$ cat config.mk
export PLATFORM = sky130hd
export DESIGN_NAME = pmcs_top
export DESIGN_NICKNAME = d
export VERILOG_FILES = /design/src/pmcs_pkg.sv /design/src/pmcs_top.sv
export VERILOG_INCLUDE_DIRS = /design/src
export SDC_FILE = /design/constraint.sdc
export NUM_CORES = 1
export LEC_CHECK = 0
export BUFFER_PORTS_ARGS = -buffer_cell sky130_fd_sc_hd__clkbuf_2
export CAP_MARGIN = 0
export CORE_ASPECT_RATIO = 1.25
export CORE_MARGIN = 2
export CORE_UTILIZATION = 55
export DETAILED_ROUTE_END_ITERATION = 8
export PLACE_DENSITY = 0.88
export RECOVER_POWER = 50
export SLEW_MARGIN = 10
export SYNTH_ARGS = -nofsm -noshare
export SYNTH_HDL_FRONTEND = slang
export SYNTH_SLANG_ARGS = --single-unit
$ cat constraint.sdc
create_clock -name aclk -period 3 [get_ports aclk]
set_input_delay 0.3 -clock aclk [delete_from_list [all_inputs] [get_ports aclk]]
set_output_delay 0.3 -clock aclk [all_outputs]
set_load 0.05 [all_outputs]
$ cat src/pmcs_defines.svh
// Constants of the power-mode clock selector: register offsets, bit positions,
// reset values and timing figures. Assumes a 100 MHz system clock.
`ifndef PMCS_DEFINES_SVH
`define PMCS_DEFINES_SVH

// Register byte offsets on the AXI4-Lite port
`define PMCS_OFS_OSC_CTRL 8'h00
`define PMCS_OFS_TMR1_CTRL 8'h04
`define PMCS_OFS_CONFIG 8'h08
`define PMCS_OFS_MODE 8'h0C

// Oscillator control register fields
`define PMCS_BIT_IDLE_EN 7
`define PMCS_BIT_STARTUP_DONE 3
`define PMCS_SEL_HI 1
`define PMCS_SEL_LO 0

// Timer one control register fields
`define PMCS_BIT_SEC_RUNNING 6
`define PMCS_BIT_SEC_OSC_EN 3

// Configuration register fields
`define PMCS_BIT_DEF_SRC 0
`define PMCS_BIT_CRYSTAL 1
`define PMCS_BIT_WDT_EN 2

// Reset values
`define PMCS_SEL_RST 2'h0
`define PMCS_CFG_RST 3'h3

// Timing
`define PMCS_CLK_PERIOD_NS 10
`define PMCS_STARTUP_CYCLES 1024
`define PMCS_SWITCH_OLD_TICKS 2
`define PMCS_SWITCH_NEW_TICKS 3
`define PMCS_POWERUP_NS 1000000
`define PMCS_READY_NS 2000

// Bus responses
`define PMCS_RESP_OKAY 2'h0
`define PMCS_RESP_SLVERR 2'h2

`endif

$ cat src/pmcs_pkg.sv
// Types of the power-mode clock selector.
// Assumes the constants header is compiled alongside.
package pmcs_pkg;

   // Clock source, encoded as the source-select field
   typedef enum logic [1:0] {
      PMCS_SRC_DEF = 2'h0,
      PMCS_SRC_SEC = 2'h1,
      PMCS_SRC_PRI = 2'h2,
      PMCS_SRC_INT = 2'h3
   } pmcs_src_e;

   // Power-mode sequencer states, Gray coded along boot, wake, run, switch
   typedef enum logic [2:0] {
      PMCS_ST_BOOT = 3'h0,
      PMCS_ST_WAKE = 3'h1,
      PMCS_ST_RUN = 3'h3,
      PMCS_ST_SW_OLD = 3'h2,
      PMCS_ST_SW_NEW = 3'h6,
      PMCS_ST_IDLE = 3'h7,
      PMCS_ST_SLEEP = 3'h5
   } pmcs_state_e;

endpackage

$ cat src/pmcs_top.sv
// Power-mode clock selector: picks the device clock source and run, idle or
// sleep mode, gates CPU and peripheral clock enables, runs power-up timers.
// Assumes oscillator ticks arrive asynchronously and far slower than aclk.
//
// Behaviour
// - Primary oscillator runs only in primary modes
// - Secondary modes clock from secondary oscillator
// - Secondary oscillator may run in any mode
// - Internal modes clock from 31 kHz oscillator
// - Sleep stops clocks except those features need
// - Internal oscillator runs while watchdog enabled
// - Power-up timer holds reset, always on
// - Crystal waits 1024 oscillator cycles before clocking; after sleep peripherals are clocked from it during that wait
// - Ready interval before first instruction after reset
// - External clock: output pin low in sleep
// - Idle bit 7, select field bits 1:0
// - Select codes 10 primary, 01 secondary, 11 internal
// - Select write switches at once if running
// - Idle or sleep only on sleep instruction
// - Idle bit chooses sleep or idle
// - Switch: two old plus three new cycles
// - Status bits show primary or secondary clock
// - At most one status bit set
// - Idle bit sampled at each sleep instruction
// - Select field cleared on every reset
// - Code 00 follows default source bit
// - Secondary select ignored while oscillator disabled
//
// Implementation choices: the placing of the registers and register access over AXI4-Lite.
`include "pmcs_defines.svh"
`timescale 1ns/1ps
`default_nettype none

module pmcs_top
   import pmcs_pkg::*;
#(
   parameter int POWERUP_CYCLES = (`PMCS_POWERUP_NS + `PMCS_CLK_PERIOD_NS - 1) / `PMCS_CLK_PERIOD_NS
) (
   // Clock and reset
   input wire logic aclk,
   input wire logic aresetn,
   // AXI4-Lite write address and data
   input wire logic [7:0] s_axi_awaddr,
   input wire logic s_axi_awvalid,
   output logic s_axi_awready,
   input wire logic [31:0] s_axi_wdata,
   input wire logic [3:0] s_axi_wstrb,
   input wire logic s_axi_wvalid,
   output logic s_axi_wready,
   // AXI4-Lite write response
   output logic [1:0] s_axi_bresp,
   output logic s_axi_bvalid,
   input wire logic s_axi_bready,
   // AXI4-Lite read
   input wire logic [7:0] s_axi_araddr,
   input wire logic s_axi_arvalid,
   output logic s_axi_arready,
   output logic [31:0] s_axi_rdata,
   output logic [1:0] s_axi_rresp,
   output logic s_axi_rvalid,
   input wire logic s_axi_rready,
   // Core events, same clock
   input wire logic sleep_exec,
   input wire logic irq_wake,
   input wire logic wdt_wake,
   // Raw oscillator outputs, asynchronous
   input wire logic pri_osc_clk,
   input wire logic sec_osc_clk,
   input wire logic int_osc_clk,
   // Oscillator enables
   output logic pri_osc_en,
   output logic sec_osc_en,
   output logic int_osc_en,
   // Gated clock enables and core reset
   output logic cpu_clk_en,
   output logic periph_clk_en,
   output logic core_reset_n,
   // Clock divided by four on the oscillator output pin
   output logic osc_output_pin
);

   // Ready interval in aclk cycles, rounded up
   localparam int READY_CYCLES = (`PMCS_READY_NS + `PMCS_CLK_PERIOD_NS - 1) / `PMCS_CLK_PERIOD_NS;
   // Configuration reset word, so single bits can be picked out of it
   localparam logic [2:0] CFG_RST = `PMCS_CFG_RST;

   // Refuse a power-up count below one cycle
   if (POWERUP_CYCLES < 1) begin : g_chk
      $error("POWERUP_CYCLES must be at least 1");
   end

   // Software-visible control bits
   logic idle_en_r;
   logic [1:0] sel_field_r;
   logic sec_osc_en_r;
   logic def_src_r;
   logic crystal_r;
   logic wdt_en_r;

   // Sequencer state and source tracking
   pmcs_state_e state_r;
   pmcs_src_e cur_src_r;
   pmcs_src_e new_src_r;
   pmcs_src_e target;
   pmcs_src_e decoded;

   // Counters
   logic [31:0] pup_cnt_r;
   logic pup_done_r;
   logic [15:0] rdy_cnt_r;
   logic [1:0] tick_cnt_r;
   logic [10:0] start_cnt_r;
   logic start_done_r;
   logic sec_seen_r;
   logic [1:0] div_r;

   // Synchroniser chain and edge detect for the three oscillators
   logic [2:0] osc_s1_r;
   logic [2:0] osc_s2_r;
   logic [2:0] osc_s3_r;
   logic pri_tick;
   logic sec_tick;
   logic int_tick;
   logic cur_tick;
   logic new_tick;

   // Source readiness and status
   logic pri_ready;
   logic sec_ready;
   logic tgt_ready;
   logic startup_done;
   logic sec_running;

   // Bus holding registers
   logic aw_got_r;
   logic w_got_r;
   logic [7:0] aw_addr_r;
   logic [31:0] w_data_r;
   logic [3:0] w_strb_r;
   logic wr_fire;
   logic rd_fire;
   logic wr_hit;

   // Two flops before any logic, third flop only for edge detection
   always_ff @(posedge aclk) begin
      if (!aresetn) begin
         osc_s1_r <= 3'h0;
         osc_s2_r <= 3'h0;
         osc_s3_r <= 3'h0;
      end else begin
         osc_s1_r <= {int_osc_clk, sec_osc_clk, pri_osc_clk};
         osc_s2_r <= osc_s1_r;
         osc_s3_r <= osc_s2_r;
      end
   end

   // One-cycle pulse per rising oscillator edge
   assign pri_tick = osc_s2_r[0] & ~osc_s3_r[0];
   assign sec_tick = osc_s2_r[1] & ~osc_s3_r[1];
   assign int_tick = osc_s2_r[2] & ~osc_s3_r[2];

   // Tick of a given source
   function automatic logic src_tick(input pmcs_src_e s, input logic p, input logic c, input logic i);
      case (s)
         PMCS_SRC_PRI: src_tick = p;
         PMCS_SRC_SEC: src_tick = c;
         default: src_tick = i;
      endcase
   endfunction

   always_comb begin
      case (sel_field_r)
         2'h1: decoded = PMCS_SRC_SEC;
         2'h2: decoded = PMCS_SRC_PRI;
         2'h3: decoded = PMCS_SRC_INT;
         default: decoded = def_src_r ? PMCS_SRC_PRI : PMCS_SRC_INT;
      endcase
   end

   assign target = (decoded == PMCS_SRC_SEC && !sec_osc_en_r) ? cur_src_r : decoded;

   assign pri_ready = crystal_r ? start_done_r : pri_osc_en;
   assign sec_ready = sec_osc_en_r & sec_seen_r;
   always_comb begin
      case (target)
         PMCS_SRC_PRI: tgt_ready = pri_ready;
         PMCS_SRC_SEC: tgt_ready = sec_ready;
         default: tgt_ready = 1'b1;
      endcase
   end

   assign cur_tick = src_tick(cur_src_r, pri_tick, sec_tick, int_tick);
   assign new_tick = src_tick(new_src_r, pri_tick, sec_tick, int_tick);

   // power-up timer, no way to disable
   always_ff @(posedge aclk) begin
      if (!aresetn) begin
         pup_cnt_r <= 32'h0;
         pup_done_r <= 1'b0;
      end else if (!pup_done_r) begin
         pup_cnt_r <= pup_cnt_r + 32'h1;
         pup_done_r <= (pup_cnt_r == 32'(POWERUP_CYCLES - 1));
      end
   end

   // start-up timer counts primary edges, restarts when oscillator stops
   always_ff @(posedge aclk) begin
      if (!aresetn || !pri_osc_en) begin
         start_cnt_r <= 11'h0;
         start_done_r <= 1'b0;
      end else if (pri_tick && !start_done_r) begin
         start_cnt_r <= start_cnt_r + 11'h1;
         start_done_r <= (start_cnt_r == 11'(`PMCS_STARTUP_CYCLES - 1));
      end
   end

   // Secondary counts as running once an edge is seen after enabling
   always_ff @(posedge aclk) begin
      if (!aresetn || !sec_osc_en_r) begin
         sec_seen_r <= 1'b0;
      end else if (sec_tick) begin
         sec_seen_r <= 1'b1;
      end
   end

   // Power-mode sequencer
   always_ff @(posedge aclk) begin
      if (!aresetn) begin
         state_r <= PMCS_ST_BOOT;
         cur_src_r <= PMCS_SRC_INT;
         new_src_r <= PMCS_SRC_INT;
         tick_cnt_r <= 2'h0;
         rdy_cnt_r <= 16'h0;
      end else begin
         case (state_r)
            // Internal oscillator clocks until power-up and start-up are over
            PMCS_ST_BOOT: begin
               if (pup_done_r && tgt_ready) begin
                  cur_src_r <= target;
                  rdy_cnt_r <= 16'h0;
                  state_r <= PMCS_ST_WAKE;
               end
            end
            PMCS_ST_WAKE: begin
               if (rdy_cnt_r != 16'(READY_CYCLES)) begin
                  rdy_cnt_r <= rdy_cnt_r + 16'h1;
               end else if (tgt_ready) begin
                  cur_src_r <= target;
                  state_r <= PMCS_ST_RUN;
               end
            end
            PMCS_ST_RUN: begin
               // low power only on sleep instruction
               // bit taken as it stands now
               if (sleep_exec) begin
                  state_r <= idle_en_r ? PMCS_ST_IDLE : PMCS_ST_SLEEP;
               end else if (target != cur_src_r && tgt_ready) begin
                  new_src_r <= target;
                  tick_cnt_r <= 2'h0;
                  state_r <= PMCS_ST_SW_OLD;
               end
            end
            PMCS_ST_SW_OLD: begin
               if (cur_tick) begin
                  if (tick_cnt_r == 2'(`PMCS_SWITCH_OLD_TICKS - 1)) begin
                     tick_cnt_r <= 2'h0;
                     state_r <= PMCS_ST_SW_NEW;
                  end else begin
                     tick_cnt_r <= tick_cnt_r + 2'h1;
                  end
               end
            end
            PMCS_ST_SW_NEW: begin
               if (new_tick) begin
                  if (tick_cnt_r == 2'(`PMCS_SWITCH_NEW_TICKS - 1)) begin
                     cur_src_r <= new_src_r;
                     state_r <= PMCS_ST_RUN;
                  end else begin
                     tick_cnt_r <= tick_cnt_r + 2'h1;
                  end
               end
            end
            PMCS_ST_IDLE, PMCS_ST_SLEEP: begin
               if (irq_wake || wdt_wake) begin
                  rdy_cnt_r <= 16'h0;
                  state_r <= PMCS_ST_WAKE;
               end
            end
            default: begin
               state_r <= PMCS_ST_BOOT;
            end
         endcase
      end
   end

   // Oscillator enables
   always_ff @(posedge aclk) begin
      if (!aresetn) begin
         pri_osc_en <= 1'b0;
         sec_osc_en <= 1'b0;
         int_osc_en <= 1'b1;
      end else begin
         pri_osc_en <= (state_r != PMCS_ST_SLEEP) &&
            ((cur_src_r == PMCS_SRC_PRI && state_r != PMCS_ST_BOOT) ||
             (target == PMCS_SRC_PRI && state_r != PMCS_ST_IDLE && (state_r != PMCS_ST_BOOT || pup_done_r)));
         // free to run in any mode
         sec_osc_en <= sec_osc_en_r;
         int_osc_en <= wdt_en_r || state_r == PMCS_ST_BOOT ||
            (state_r != PMCS_ST_SLEEP && (cur_src_r == PMCS_SRC_INT || target == PMCS_SRC_INT));
      end
   end

   assign cpu_clk_en = (state_r == PMCS_ST_RUN) && cur_tick;
   assign periph_clk_en = (state_r == PMCS_ST_RUN || state_r == PMCS_ST_IDLE ||
                           state_r == PMCS_ST_WAKE) && cur_tick;

   // Core held in reset during power-up and start-up
   always_ff @(posedge aclk) begin
      if (!aresetn) begin
         core_reset_n <= 1'b0;
      end else begin
         core_reset_n <= (state_r != PMCS_ST_BOOT);
      end
   end

   always_ff @(posedge aclk) begin
      if (!aresetn) begin
         div_r <= 2'h0;
         osc_output_pin <= 1'b0;
      end else begin
         if (pri_tick) begin
            div_r <= div_r + 2'h1;
         end
         osc_output_pin <= !crystal_r && state_r != PMCS_ST_SLEEP && div_r[1];
      end
   end

   // one bit at most, none in sleep
   assign startup_done = cur_src_r == PMCS_SRC_PRI && pri_ready &&
                         state_r != PMCS_ST_SLEEP && state_r != PMCS_ST_BOOT;
   assign sec_running = cur_src_r == PMCS_SRC_SEC &&
                        state_r != PMCS_ST_SLEEP && state_r != PMCS_ST_BOOT;

   // Write channels taken independently, response after both
   assign s_axi_awready = !aw_got_r && !s_axi_bvalid;
   assign s_axi_wready = !w_got_r && !s_axi_bvalid;
   assign wr_fire = aw_got_r && w_got_r && !s_axi_bvalid;
   assign wr_hit = (aw_addr_r == `PMCS_OFS_OSC_CTRL) || (aw_addr_r == `PMCS_OFS_TMR1_CTRL) ||
                   (aw_addr_r == `PMCS_OFS_CONFIG) || (aw_addr_r == `PMCS_OFS_MODE);

   // Write address and data holding
   always_ff @(posedge aclk) begin
      if (!aresetn) begin
         aw_got_r <= 1'b0;
         w_got_r <= 1'b0;
         aw_addr_r <= 8'h0;
         w_data_r <= 32'h0;
         w_strb_r <= 4'h0;
      end else begin
         if (s_axi_awvalid && s_axi_awready) begin
            aw_got_r <= 1'b1;
            aw_addr_r <= {s_axi_awaddr[7:2], 2'h0};
         end else if (wr_fire) begin
            aw_got_r <= 1'b0;
         end
         if (s_axi_wvalid && s_axi_wready) begin
            w_got_r <= 1'b1;
            w_data_r <= s_axi_wdata;
            w_strb_r <= s_axi_wstrb;
         end else if (wr_fire) begin
            w_got_r <= 1'b0;
         end
      end
   end

   // Write response, unmapped offsets answer SLVERR
   always_ff @(posedge aclk) begin
      if (!aresetn) begin
         s_axi_bvalid <= 1'b0;
         s_axi_bresp <= `PMCS_RESP_OKAY;
      end else if (wr_fire) begin
         s_axi_bvalid <= 1'b1;
         s_axi_bresp <= wr_hit ? `PMCS_RESP_OKAY : `PMCS_RESP_SLVERR;
      end else if (s_axi_bready) begin
         s_axi_bvalid <= 1'b0;
      end
   end

   // Control register writes through byte lane 0
   always_ff @(posedge aclk) begin
      if (!aresetn) begin
         idle_en_r <= 1'b0;
         sel_field_r <= `PMCS_SEL_RST;
         sec_osc_en_r <= 1'b0;
         def_src_r <= CFG_RST[`PMCS_BIT_DEF_SRC];
         crystal_r <= CFG_RST[`PMCS_BIT_CRYSTAL];
         wdt_en_r <= CFG_RST[`PMCS_BIT_WDT_EN];
      end else if (wr_fire && w_strb_r[0]) begin
         case (aw_addr_r)
            `PMCS_OFS_OSC_CTRL: begin
               idle_en_r <= w_data_r[`PMCS_BIT_IDLE_EN];
               sel_field_r <= w_data_r[`PMCS_SEL_HI:`PMCS_SEL_LO];
            end
            `PMCS_OFS_TMR1_CTRL: begin
               sec_osc_en_r <= w_data_r[`PMCS_BIT_SEC_OSC_EN];
            end
            `PMCS_OFS_CONFIG: begin
               def_src_r <= w_data_r[`PMCS_BIT_DEF_SRC];
               crystal_r <= w_data_r[`PMCS_BIT_CRYSTAL];
               wdt_en_r <= w_data_r[`PMCS_BIT_WDT_EN];
            end
            default: begin
               idle_en_r <= idle_en_r;
            end
         endcase
      end
   end

   // Read channel, one beat at a time
   assign s_axi_arready = !s_axi_rvalid;
   assign rd_fire = s_axi_arvalid && s_axi_arready;

   // Read data mux with status bits
   always_ff @(posedge aclk) begin
      if (!aresetn) begin
         s_axi_rvalid <= 1'b0;
         s_axi_rdata <= 32'h0;
         s_axi_rresp <= `PMCS_RESP_OKAY;
      end else if (rd_fire) begin
         s_axi_rvalid <= 1'b1;
         s_axi_rresp <= `PMCS_RESP_OKAY;
         s_axi_rdata <= 32'h0;
         case ({s_axi_araddr[7:2], 2'h0})
            `PMCS_OFS_OSC_CTRL: begin
               s_axi_rdata[`PMCS_BIT_IDLE_EN] <= idle_en_r;
               s_axi_rdata[`PMCS_BIT_STARTUP_DONE] <= startup_done;
               s_axi_rdata[`PMCS_SEL_HI:`PMCS_SEL_LO] <= sel_field_r;
            end
            `PMCS_OFS_TMR1_CTRL: begin
               s_axi_rdata[`PMCS_BIT_SEC_RUNNING] <= sec_running;
               s_axi_rdata[`PMCS_BIT_SEC_OSC_EN] <= sec_osc_en_r;
            end
            `PMCS_OFS_CONFIG: begin
               s_axi_rdata[`PMCS_BIT_DEF_SRC] <= def_src_r;
               s_axi_rdata[`PMCS_BIT_CRYSTAL] <= crystal_r;
               s_axi_rdata[`PMCS_BIT_WDT_EN] <= wdt_en_r;
            end
            `PMCS_OFS_MODE: begin
               s_axi_rdata[4:0] <= {cur_src_r, state_r};
            end
            default: begin
               s_axi_rresp <= `PMCS_RESP_SLVERR;
            end
         endcase
      end else if (s_axi_rready) begin
         s_axi_rvalid <= 1'b0;
      end
   end

endmodule

`default_nettype wire

Word level (Yosys, flattened, before mapping)
Cells that the tools add are included.
Widths: inputs -> output; s select.
{ "totals": {"elab_cells": 214, "output_inout_bits": 48, "ff_bits": 124, "input_bits": 65} }
{ "op_classes": {"reduce_logical": 69, "muxes": 52, "eq_ne": 45, "n_addsub": 5, "n_bitwise": 8} }
{ "ops": {"columns": ["op", "n"], "rows": [
  ["$mux 16", 3],
  ["$pmux 16 s3", 1],
  ["$add 32x1->32 const B", 1],
  ["$eq 32x17->1 const B", 1],
  ["$mux 2", 15],
  ["$mux 3", 10],
  ["$logic_and 1x1->1", 26],
  ["$eq 6x2->1 const B", 4],
  ["$ne 2x2->1 const B", 12],
  ["$pmux 2 s3", 4],
  ["$pmux 3 s6", 1],
  ["$add 16x1->16 const B", 1],
  ["$eq 2x2->1 const B", 8],
  ["$ne 16x8->1 const B", 1],
  ["$logic_or 1x1->1", 13],
  ["$mux 1", 13],
  ["$eq 2x1->1 const B", 6],
  ["$eq 6x1->1 const B", 2],
  ["$reduce_and 6->1", 2],
  ["$reduce_bool 3->1", 4],
  ["$add 11x1->11 const B", 1],
  ["$eq 11x10->1 const B", 1],
  ["$eq 3x3->1 const B", 3],
  ["$logic_not 1->1", 9],
  ["19 further kinds", 37]
]} }

Logic depth before layout (Yosys ltp)
Gate-level depths: netlist (run 1).
{ "logic_depth": {"word_depth": 11, "mapped_depth": 9} }

Worst setup path after synthesis (run 1)
Ideal clock, no wire load.
{ "synth_path": {"kind": "register to output", "startpoint": "register cur_src_r[0]", "endpoint": "output cpu_clk_en", "n_path_buf": 0, "stages_incl_launch_ff": 6, "t_arrival_ps": 2846, "slack_ps": -146, "path_cell_list": "dfxtp_1 > inv_1 > ha_1 > nor4bb_1 > a311o_1 > nor4b_1"} }
{ "synth_between": {"elab_chain_cells": 3} }
{ "synth_rtl": {"columns": ["element", "line_no", "text"], "rows": [
  ["start: declaration", "pmcs_top.sv:102", "pmcs_src_e cur_src_r;"],
  ["start signal: assignment", "pmcs_top.sv:239", "cur_src_r <= target;"],
  ["start signal: assignment", "pmcs_top.sv:248", "cur_src_r <= target;"],
  ["start signal: assignment", "pmcs_top.sv:276", "cur_src_r <= new_src_r;"],
  ["$eq 2x1->1 or $eq 2x2->1 (tied branches)", "pmcs_top.sv:164", "case (s)"],
  ["$pmux 1 s2 *", "pmcs_top.sv:164", null],
  ["$logic_and 1x1->1 *", "pmcs_top.sv:313", "assign cpu_clk_en = (state_r == PMCS_ST_RUN) && cur_tick;"],
  ["end: declaration", "pmcs_top.sv:75", "output logic cpu_clk_en,"]
]} }
Mark *: on every way between the ends. The rest lies on a longest branch, timed or not.

Worst setup path in the final report (run 1)
Ends and elaborated chain as after synthesis.

==> impl_metrics.ini, run 1 <==
[timing]
fin_ws_ns = 0.2214
period_share_pct = 92.62
slew_headroom_pct = 4.741
setup_violations = 0
fin_crit_ns = 2.779
tns_ns = 0
fmax_mhz = 359.9
finalHoldViolCount = 0
slew_violations = 0
skew_ns = 0.006072
worstMarginPinSlew_ns = 1.429
grt_setup_unrepaired = false

[placement]
dpl.cell_count = 850
gp_congestion = 0.8430
placed_cell_area_sq_um = 6106
dp_hpwl_um = 8816
place_ws_ns = 0.5276
portBuffers = 51

[layout]
fin_cells = 882
final_cell_area_sq_um = 6764
syn_to_final_growth_pct = 15.96
fin_nets = 814
n_antenna_cell = 0
nFillCells = 818
drive_gt1_share_pct = 12.00

[global_route]
grt_pass1_wl_um = 22220
grt_start_max_net_pins = 63
top_usage_layer = met2
gr-total-overflow = 0
met2_usage_pct = 42.01
gr-usage-met3_pct = 5.187
grt_usage_pct = 24.34
use_met1_pct = 28.82
antenna_found_initial = 0
grt_pass1_vias = 4941

[detailed_routing]
num_vias = 5033
drcViolationCount = 0
drtIter0Drc = 421
ant_nets = 0
drt-total-wl_um = 13360
avgRoutedWirePerCell_um = 15.15
via_per_inst = 5.706
firstDrtPassIters = 7

[worst_setup_path]
r2r_start = cur_src_r[0]
slowest_stage = dfxtp_1
rrSetupSlack_ns = 0.41
critPathKind = reg2out
cp-end-kind = primary output
worstReg2RegEnd = state_r[0]
worstPathRequired_ns = 2.70
crit_chain = inv_1, ha_1, nor4bb_1, a311o_1, nor4b_2, clkbuf_2
max_stage_delay_ns = 0.45
crit_arrival_ns = 2.48
crit_fanout = 8
crit_path_start_kind = register
reg2regPathDepth = 8

[run_status]
status = complete, no violations

[synth]
yosysTopAreaCell = dfxtp_1
synth_ff_type = dfxtp_1
ys_warn_count = 0
ys_seq_area_share_pct = 40.84
synth.most_common_cell = dfxtp_1
synth-seq-cells = 119
netlist_area_sq_um = 5833
netlist_instances = 689
synth.distinct_cells = 61
synth.top_cell.area_share_pct = 40.84
async_flop_share_pct = 0
synth.top_cells.by_count = dfxtp_1 (119), nor2_1 (96), nand2_1 (52)
synthTopCellsByArea = dfxtp_1 (41%), nor2_1 (6.2%), mux2i_1 (4.1%)
synth_edf_count = 0
syn_area_per_cell_sq_um = 8.466

[power]
p_comb_share_pct = 5.5
power_mw = 4.270
power_leakage_nw = 2.557
swShare_pct = 21.63
p_clk_share_pct = 56.3
switching_power_mw = 0.9239
ir_drop_mv = 0.4283
p_seq_share_pct = 38.2
p_per_area_nw_per_um2 = 631.3
internal_power_mw = 3.346

[clock_network]
numCtsBuffers = 17
clk_pin_slew_worst_paths_ns = 0.06
cts.sinks = 119
ctsLongestPathBuffers = 2
clockRootBuffer = clkbuf_16
cts_tree = built
cts-resized-gates = 0
cts_setup_buffers = 0
clock_latency_ns = 0.42
htreeDepth = 4
holdBufCountCts = 0

[hold_path]
hp-start = s_axi_rready
holdPathStages = 2
hp-class = in2reg
hold_end = s_axi_rvalid

[floorplan]
num_rows = 42
die-area_sq_um = 11450
initial_core_util_pct = 55.78
coreArea_sq_um = 10460
io_pins = 113
die_x_um = 96.11
die_h_um = 119.1

[run]
cap_viol_max_count = 0
worst max-delay path: cells and delay by family, from the launching register on:
family / cells / cell delay, ns
buffers and inverters: 2 / 0.46
AND/OR/NAND/NOR: 2 / 0.57
AO/OA/AOI/OAI: 1 / 0.23
adder cells (fa/ha/maj): 1 / 0.34
flip-flops: 1 / 0.45
routing by layer:
metal / part of all wire (%) / routed length [um]
met5: 0 / 0
met4: 1.4 / 182
met3: 5.0 / 662
met2: 51 / 6866
met1: 42 / 5650
flip-flops by register name, indices dropped and copies added (netlist names), 3 cells and up:
| signal | count |
|---|---|
| rdy_cnt_r | 16 |
| aw_addr_r | 6 |
| start_cnt_r | 11 |
| pup_cnt_r | 32 |
| state_r | 3 |
| s_axi_rdata | 7 |
| w_data_r | 5 |
| osc_s3_r | 3 |
| osc_s2_r | 3 |
| osc_s1_r | 3 |
layout by cell type (no fill, tap or decap), types with 6 or more instances in the layout:
cell,instances
dfxtp_1,119
nor2_1,96
nand2_1,52
a21oi_1,33
nand3_1,33
clkbuf_2,32
o21ai_0,28
conb_1,27
inv_1,26
mux2i_1,24
clkbuf_1,21
nor3_1,19
xnor2_1,18
xor2_1,17
clkbuf_16,17
nor4_1,12
or3_1,12
ha_1,12
nand4_1,10
and2_0,8
and3_1,8
nor2b_1,7
mux2_2,7
bufinv_16,7
and2_1,6
nand2b_1,6
o211ai_1,6
worst max-delay path by stage:
stage                 start    endpoint
6_report       cur_src_r[0]  cpu_clk_en
3_3_place_gp   cur_src_r[0]  state_r[0]
2_1_floorplan  cur_src_r[0]  cpu_clk_en
3_5_place_dp   cur_src_r[0]  state_r[0]
4_1_cts        cur_src_r[0]  cpu_clk_en
5_1_grt        cur_src_r[0]  cpu_clk_en
layout make-up:
type | count | area, sq um | area share, %
inverters | 27 | 101.3 | 1.498
well taps | 132 | 165.2 | 2.442
clock inverters | 13 | 249.0 | 3.681
multi-input cells | 514 | 3137 | 46.37
flip-flops and latches | 119 | 2382 | 35.22
repair buffers | 58 | 276.5 | 4.088
clock buffers | 19 | 452.9 | 6.696
power groups by stage:
stage	Clock (mW)	Combinational [mW]	Sequential, mW
after floorplan	0	0.204	1.67
after global placement	0	0.232	1.66
after detailed placement	0	0.238	1.66
after CTS	2.42	0.241	1.63
after global routing	2.50	0.255	1.63
final	2.40	0.236	1.63
metrics by stage:
step / hold slack [ns] / utilization (%)
after global routing: 0.09484 / 64.68
after global placement: 0.4184 / 58.39
after detailed placement: 0.4369 / 58.39
final: 0.07697 / 64.68
after floorplan: 0.4001 / -
after CTS: 0.07421 / 65.10
cell families (layout without fill, tap and decap cells):
| group | Yosys count | count (layout) | share of synthesized area [%] |
|---|---|---|---|
| AND/OR/NAND/NOR | 297 | 297 | 25.57 |
| flip-flops | 119 | 119 | 40.84 |
| AO/OA/AOI/OAI | 112 | 112 | 13.06 |
| buffers and inverters | 82 | 117 | 7.164 |
| XOR/XNOR | 35 | 35 | 5.255 |
| multiplexers | 31 | 31 | 5.470 |
| adder cells (fa/ha/maj) | 12 | 12 | 2.574 |
| other | 1 | 27 | 0.06429 |
Power figures use the tool's default switching activity.
==> inputs of run 2 (changes only) <==
--- a/config.mk
+++ b/config.mk
@@ -9,10 +9,10 @@
 export BUFFER_PORTS_ARGS = -buffer_cell sky130_fd_sc_hd__clkbuf_2
 export CAP_MARGIN = 0
 export CORE_ASPECT_RATIO = 1.25
-export CORE_MARGIN = 2
-export CORE_UTILIZATION = 55
+export CORE_UTILIZATION = 60
+export CTS_CLUSTER_SIZE = 20
 export DETAILED_ROUTE_END_ITERATION = 8
-export PLACE_DENSITY = 0.88
+export PLACE_DENSITY = 0.95
 export RECOVER_POWER = 50
 export SLEW_MARGIN = 10
 export SYNTH_ARGS = -nofsm -noshare
==> constraint.sdc (replaced) <==
create_clock -name aclk -period 3.4 [get_ports aclk]
set_input_delay 0.34 -clock aclk [delete_from_list [all_inputs] [get_ports aclk]]
set_output_delay 0.34 -clock aclk [all_outputs]
set_load 0.05 [all_outputs]
==> run 2 against run 1 <==
Sequential share of layout area is 1.0 points higher; the run now ends with capacitance limit, slew limit left; cell area is 2.8% lower; critical endpoint is now rdy_cnt_r[3]; setup slack better by 0.13 ns; combinational power is 11% lower; die area is 12% lower; first-iteration DRC count is 14% higher; routed wire length is 8.9% higher; core utilization is 6.3 points higher; via count is 5.3% higher.
==> impl_metrics.ini, run 2 (synthesis gave the netlist of run 1 again) <==
[run_status]
status = finished, violations left
violations = capacitance limit, slew limit

[global_route]
antenna_found_initial = 0
grt_usage_pct = 29.52
grt_pass1_vias = 5228
grt_start_max_net_pins = 42
gr-total-overflow = 0
grt_pass1_wl_um = 23920

[layout]
layout_common_cells = dfxtp_1 (119), nor2_1 (96), nand2_1 (52)
syn_to_final_growth_pct = 12.76
fin_nets = 810
drive_gt1_share_pct = 10.77
largest-register = pup_cnt_r
reg_top3 = pup_cnt_r: 32 flops, rdy_cnt_r: 16 flops, start_cnt_r: 11 flops
final_cell_area_sq_um = 6578
n_antenna_cell = 0
final_common_cell = dfxtp_1
largest_reg_flops = 32

[worst_setup_path]
cp-end-kind = register
max_stage_delay_ns = 1.10
critPathKind = in2reg
worstPathRequired_ns = 3.74
crit_arrival_ns = 3.39
crit_fanout = 41
slowest_stage = clkbuf_1
crit_path_start_kind = input pin
crit_chain = clkbuf_1, inv_1, buf_2, a21oi_1

[clock_network]
clock_latency_ns = 0.42
holdBufCountCts = 0
ctsLongestPathBuffers = 2
cts.sinks = 119
cts-resized-gates = 0
clockRootBuffer = clkbuf_16
cts_setup_buffers = 0
clk_pin_slew_worst_paths_ns = 0.05
htreeDepth = 4
numCtsBuffers = 17
cts_tree = built

[run]
cap_viol_max_count = 1

[timing]
fmax_mhz = 328.1
slew_violations = 35
fin_crit_ns = 3.048
slew_headroom_pct = -3.057
fin_ws_ns = 0.3519
finalHoldViolCount = 0
setup_violations = 0
period_share_pct = 89.65
tns_ns = 0
grt_setup_unrepaired = false
worstMarginPinSlew_ns = 1.546
skew_ns = 0.005548

[power]
p_per_area_nw_per_um2 = 510.8
ir_drop_mv = 0.4846
power_leakage_nw = 2.480
power_mw = 3.360

[placement]
placed_cell_area_sq_um = 6046
dp_hpwl_um = 8779
gp_congestion = 0.9263
place_ws_ns = 0.7127
portBuffers = 51

[floorplan]
die_h_um = 112.2
die_x_um = 90.19
die-area_sq_um = 10120
num_rows = 39
coreArea_sq_um = 9271
io_pins = 113
initial_core_util_pct = 62.91

[hold_path]
hp-class = in2reg

[detailed_routing]
avgRoutedWirePerCell_um = 16.80
ant_nets = 0
drtIter0Drc = 479
drcViolationCount = 0
firstDrtPassIters = 6
drt-total-wl_um = 14550
num_vias = 5298
via_per_inst = 6.118
-- run 2: cell count changes in the layout (fill, tap and decap cells not counted), moves of 2 or more --
cell,delta
clkinvlp_4,-2
and2_0,-2
clkbuf_8,+4
and2_1,+2
buf_4,-3
clkbuf_1,+2
bufinv_16,-6
-- run 2: per-stage QoR --
stage / util, % / cells / hold WS (ns)
after global placement: 65.21 / 837 / 0.4151
after global routing: 70.94 / 866 / 0.1121
final: 70.94 / 866 / 0.1135
after CTS: 71.24 / 866 / 0.1132
after detailed placement: 65.21 / 837 / 0.4300
after floorplan: - / 715 / 0.4119
-- run 2: critical path: cells and delay by family --
family / cells / cell delay [ns]
AO/OA/AOI/OAI: 1 / 0.21
buffers and inverters: 3 / 2.81
-- run 2: final cells by class --
| class | instances | area (sq um) |
|---|---|---|
| Clock buffer | 26 | 519.2 |
| Clock inverter | 3 | 40.04 |
| Fill cell | 676 | 2694 |
| Inverter | 27 | 101.3 |
| Multi-Input combinational cell | 514 | 3131 |
| Sequential cell | 119 | 2382 |
| Tap cell | 123 | 153.9 |
| Timing Repair Buffer | 54 | 250.2 |
-- run 2: worst paths after layout --
| kind | cells past startpoint | slack, ns | endpoint | start |
|---|---|---|---|---|
| hold reg to reg | 1 | 0.44 | osc_s2_r[0] | osc_s1_r[0] |
| setup / recovery | 4 | 0.35 | rdy_cnt_r[3] | aresetn |
| hold / removal | 2 | 0.11 | s_axi_rvalid | s_axi_rready |
| setup reg to reg | 6 | 0.59 | rdy_cnt_r[5] | state_r[0] |
-- run 2: metal layers --
| layer | up-vias | share of wire (%) | global-route usage (%) |
|---|---|---|---|
| met5 | - | 0 | 0 |
| met4 | 0 | 3.7 | 15.81 |
| met3 | 65 | 7.8 | 8.062 |
| met2 | 328 | 51 | 52.82 |
| met1 | 2467 | 38 | 31.53 |
| li1 | 2438 | - | - |
-- run 2: where the power goes --
group | leakage, nW | internal [mW] | switching, mW
logic | 1.24 | 0.0503 | 0.160
registers | 0.964 | 1.42 | 0.0193
clock network | 0.278 | 1.11 | 0.604
total | 2.48 | 2.58 | 0.783
==> inputs of run 3 (changes only) <==
--- a/config.mk
+++ b/config.mk
@@ -9,10 +9,11 @@
 export BUFFER_PORTS_ARGS = -buffer_cell sky130_fd_sc_hd__clkbuf_2
 export CAP_MARGIN = 0
 export CORE_ASPECT_RATIO = 1.25
-export CORE_UTILIZATION = 60
+export CORE_UTILIZATION = 50
 export CTS_CLUSTER_SIZE = 20
 export DETAILED_ROUTE_END_ITERATION = 8
-export PLACE_DENSITY = 0.95
+export GPL_TIMING_DRIVEN = 0
+export PLACE_DENSITY = 0.85
 export RECOVER_POWER = 50
 export SLEW_MARGIN = 10
 export SYNTH_ARGS = -nofsm -noshare
==> constraint.sdc (replaced) <==
create_clock -name aclk -period 2.58 [get_ports aclk]
set_input_delay 0.258 -clock aclk [delete_from_list [all_inputs] [get_ports aclk]]
set_output_delay 0.258 -clock aclk [all_outputs]
set_load 0.05 [all_outputs]
==> run 3 against run 2 <==
The flow now finishes without violations; highest routed layer unchanged; total power increased by 41%; sequential power increased by 31%; clock-buffer cell count decreased by 5; global-route usage decreased by 6.2 points; sequential share of layout area decreased by 2.3 points; sequential cell count unchanged.
==> impl_metrics.ini, run 3 (synthesis gave the netlist of run 1 again) <==
[power]
power_leakage_nw = 2.705
power_mw = 4.748
p_per_area_nw_per_um2 = 674.1
ir_drop_mv = 0.4487

[floorplan]
die_h_um = 122.8
die_x_um = 98.61
num_rows = 43
die-area_sq_um = 12100
initial_core_util_pct = 51.87
io_pins = 113
coreArea_sq_um = 11240

[run]
cap_viol_max_count = 0

[global_route]
grt_pass1_wl_um = 22260
grt_start_max_net_pins = 17
grt_pass1_vias = 4882
gr-total-overflow = 0
antenna_found_initial = 0
grt_usage_pct = 23.31

[placement]
place_ws_ns = 0.03401
gp_congestion = 0.8642
dp_hpwl_um = 9199
portBuffers = 50

[run_status]
status = complete, no violations

[layout]
register_area_sq_um = 2387
n_antenna_cell = 0
nFillCells = 915
reg_top3 = pup_cnt_r: 32 flops, rdy_cnt_r: 16 flops, start_cnt_r: 11 flops
layout_common_cells = dfxtp_1 (117), nor2_1 (96), nand2_1 (52)
multi_input_area_sq_um = 3169
largest_reg_flops = 32
fin_nets = 864
largest-register = pup_cnt_r
drive_gt1_share_pct = 15.13
final_common_cell = dfxtp_1
syn_to_final_growth_pct = 20.74
fin_util_pct = 62.63

[worst_setup_path]
worstPathRequired_ns = 2.32
crit_fanout = 10
crit_top_cell = clkbuf_2
max_stage_delay_ns = 0.32
rrSetupSlack_ns = 0.15
cp-end-kind = primary output
slowest_stage = clkbuf_2
crit_arrival_ns = 2.19
reg2regPathDepth = 9
crit_path_start_kind = register
critPathKind = reg2out
crit_chain = clkbuf_1, clkbuf_2, clkbuf_2, a21oi_1, and2_1, clkbuf_2

[timing]
worstMarginPinSlew_ns = 0.7123
finalHoldViolCount = 0
fin_ws_ns = 0.1309
fmax_mhz = 408.3
period_share_pct = 94.93
grt_setup_unrepaired = false
fin_crit_ns = 2.449
slew_headroom_pct = 52.12
setup_violations = 0
slew_violations = 0
skew_ns = 0.01234

[detailed_routing]
avgRoutedWirePerCell_um = 14.69
drtIter0Drc = 426
ant_nets = 0
drcViolationCount = 0
via_per_inst = 5.557
drt-total-wl_um = 13740
num_vias = 5196
firstDrtPassIters = 7

[clock_network]
clock_latency_ns = 0.42
clk_pin_slew_worst_paths_ns = 0.05
cts.sinks = 119
ctsLongestPathBuffers = 2
holdBufCountCts = 0
htreeDepth = 4
cts_tree = built
numCtsBuffers = 17
clockRootBuffer = clkbuf_16

[hold_path]
hp-class = in2reg
holdPathStages = 2
## run 3: critical path, delay by kind of cell (launching register included)
family	cells	cell delay (ns)
AOI/OAI and AO/OA	1	0.10
buffers and inverters	4	1.18
DFF	1	0.30
and+or+nand+nor	1	0.18
## run 3: area by class of cell
cell class | instances | area share (%)
Multi-Input combinational cell | 514 | 45.00
Sequential cell | 119 | 33.90
Clock buffer | 21 | 6.680
Buffer | 55 | 4.530
Timing Repair Buffer | 53 | 3.642
Clock inverter | 11 | 2.416
Tap cell | 135 | 2.398
Inverter | 27 | 1.439
## run 3: repair_timing
action,CTS,global route
setup endpoints to repair,3,9
resized for setup,5,7
pin swaps,1,2
setup buffers,1,2
## run 3: through the flow
stage                     hold slack [ns]  std cells  area [sq um]  setup TNS, ns
after CTS                         0.01720        933          7024       -0.02635
after global routing              0.01890        935          7043              0
final                             0.02175        935          7043              0
after detailed placement           0.4187        900          6356              0
after global placement             0.4144        900          6356              0
after floorplan                    0.3581        715          5937              0
## run 3: worst paths after layout
| kind | startpoint | to |
|---|---|---|
| setup / recovery | state_r[2] | periph_clk_en |
| hold / removal | s_axi_rready | s_axi_rvalid |
| hold reg to reg | osc_s1_r[1] | osc_s2_r[1] |
| setup reg to reg | cur_src_r[0] | state_r[0] |
## run 3: power breakdown
group / switching, mW / internal [mW]
clock network: 0.845 / 1.69
logic: 0.218 / 0.0988
registers: 0.0240 / 1.87
total: 1.09 / 3.66
## run 3: per-layer routing
layer | routed length [um] | global-route usage, % | up-vias
li1 | - | - | 2558
met1 | 5780 | 26.36 | 2421
met2 | 6970 | 41.90 | 181
met3 | 666 | 4.954 | 36
met4 | 319 | 11.10 | 0
met5 | 0 | 0 | -
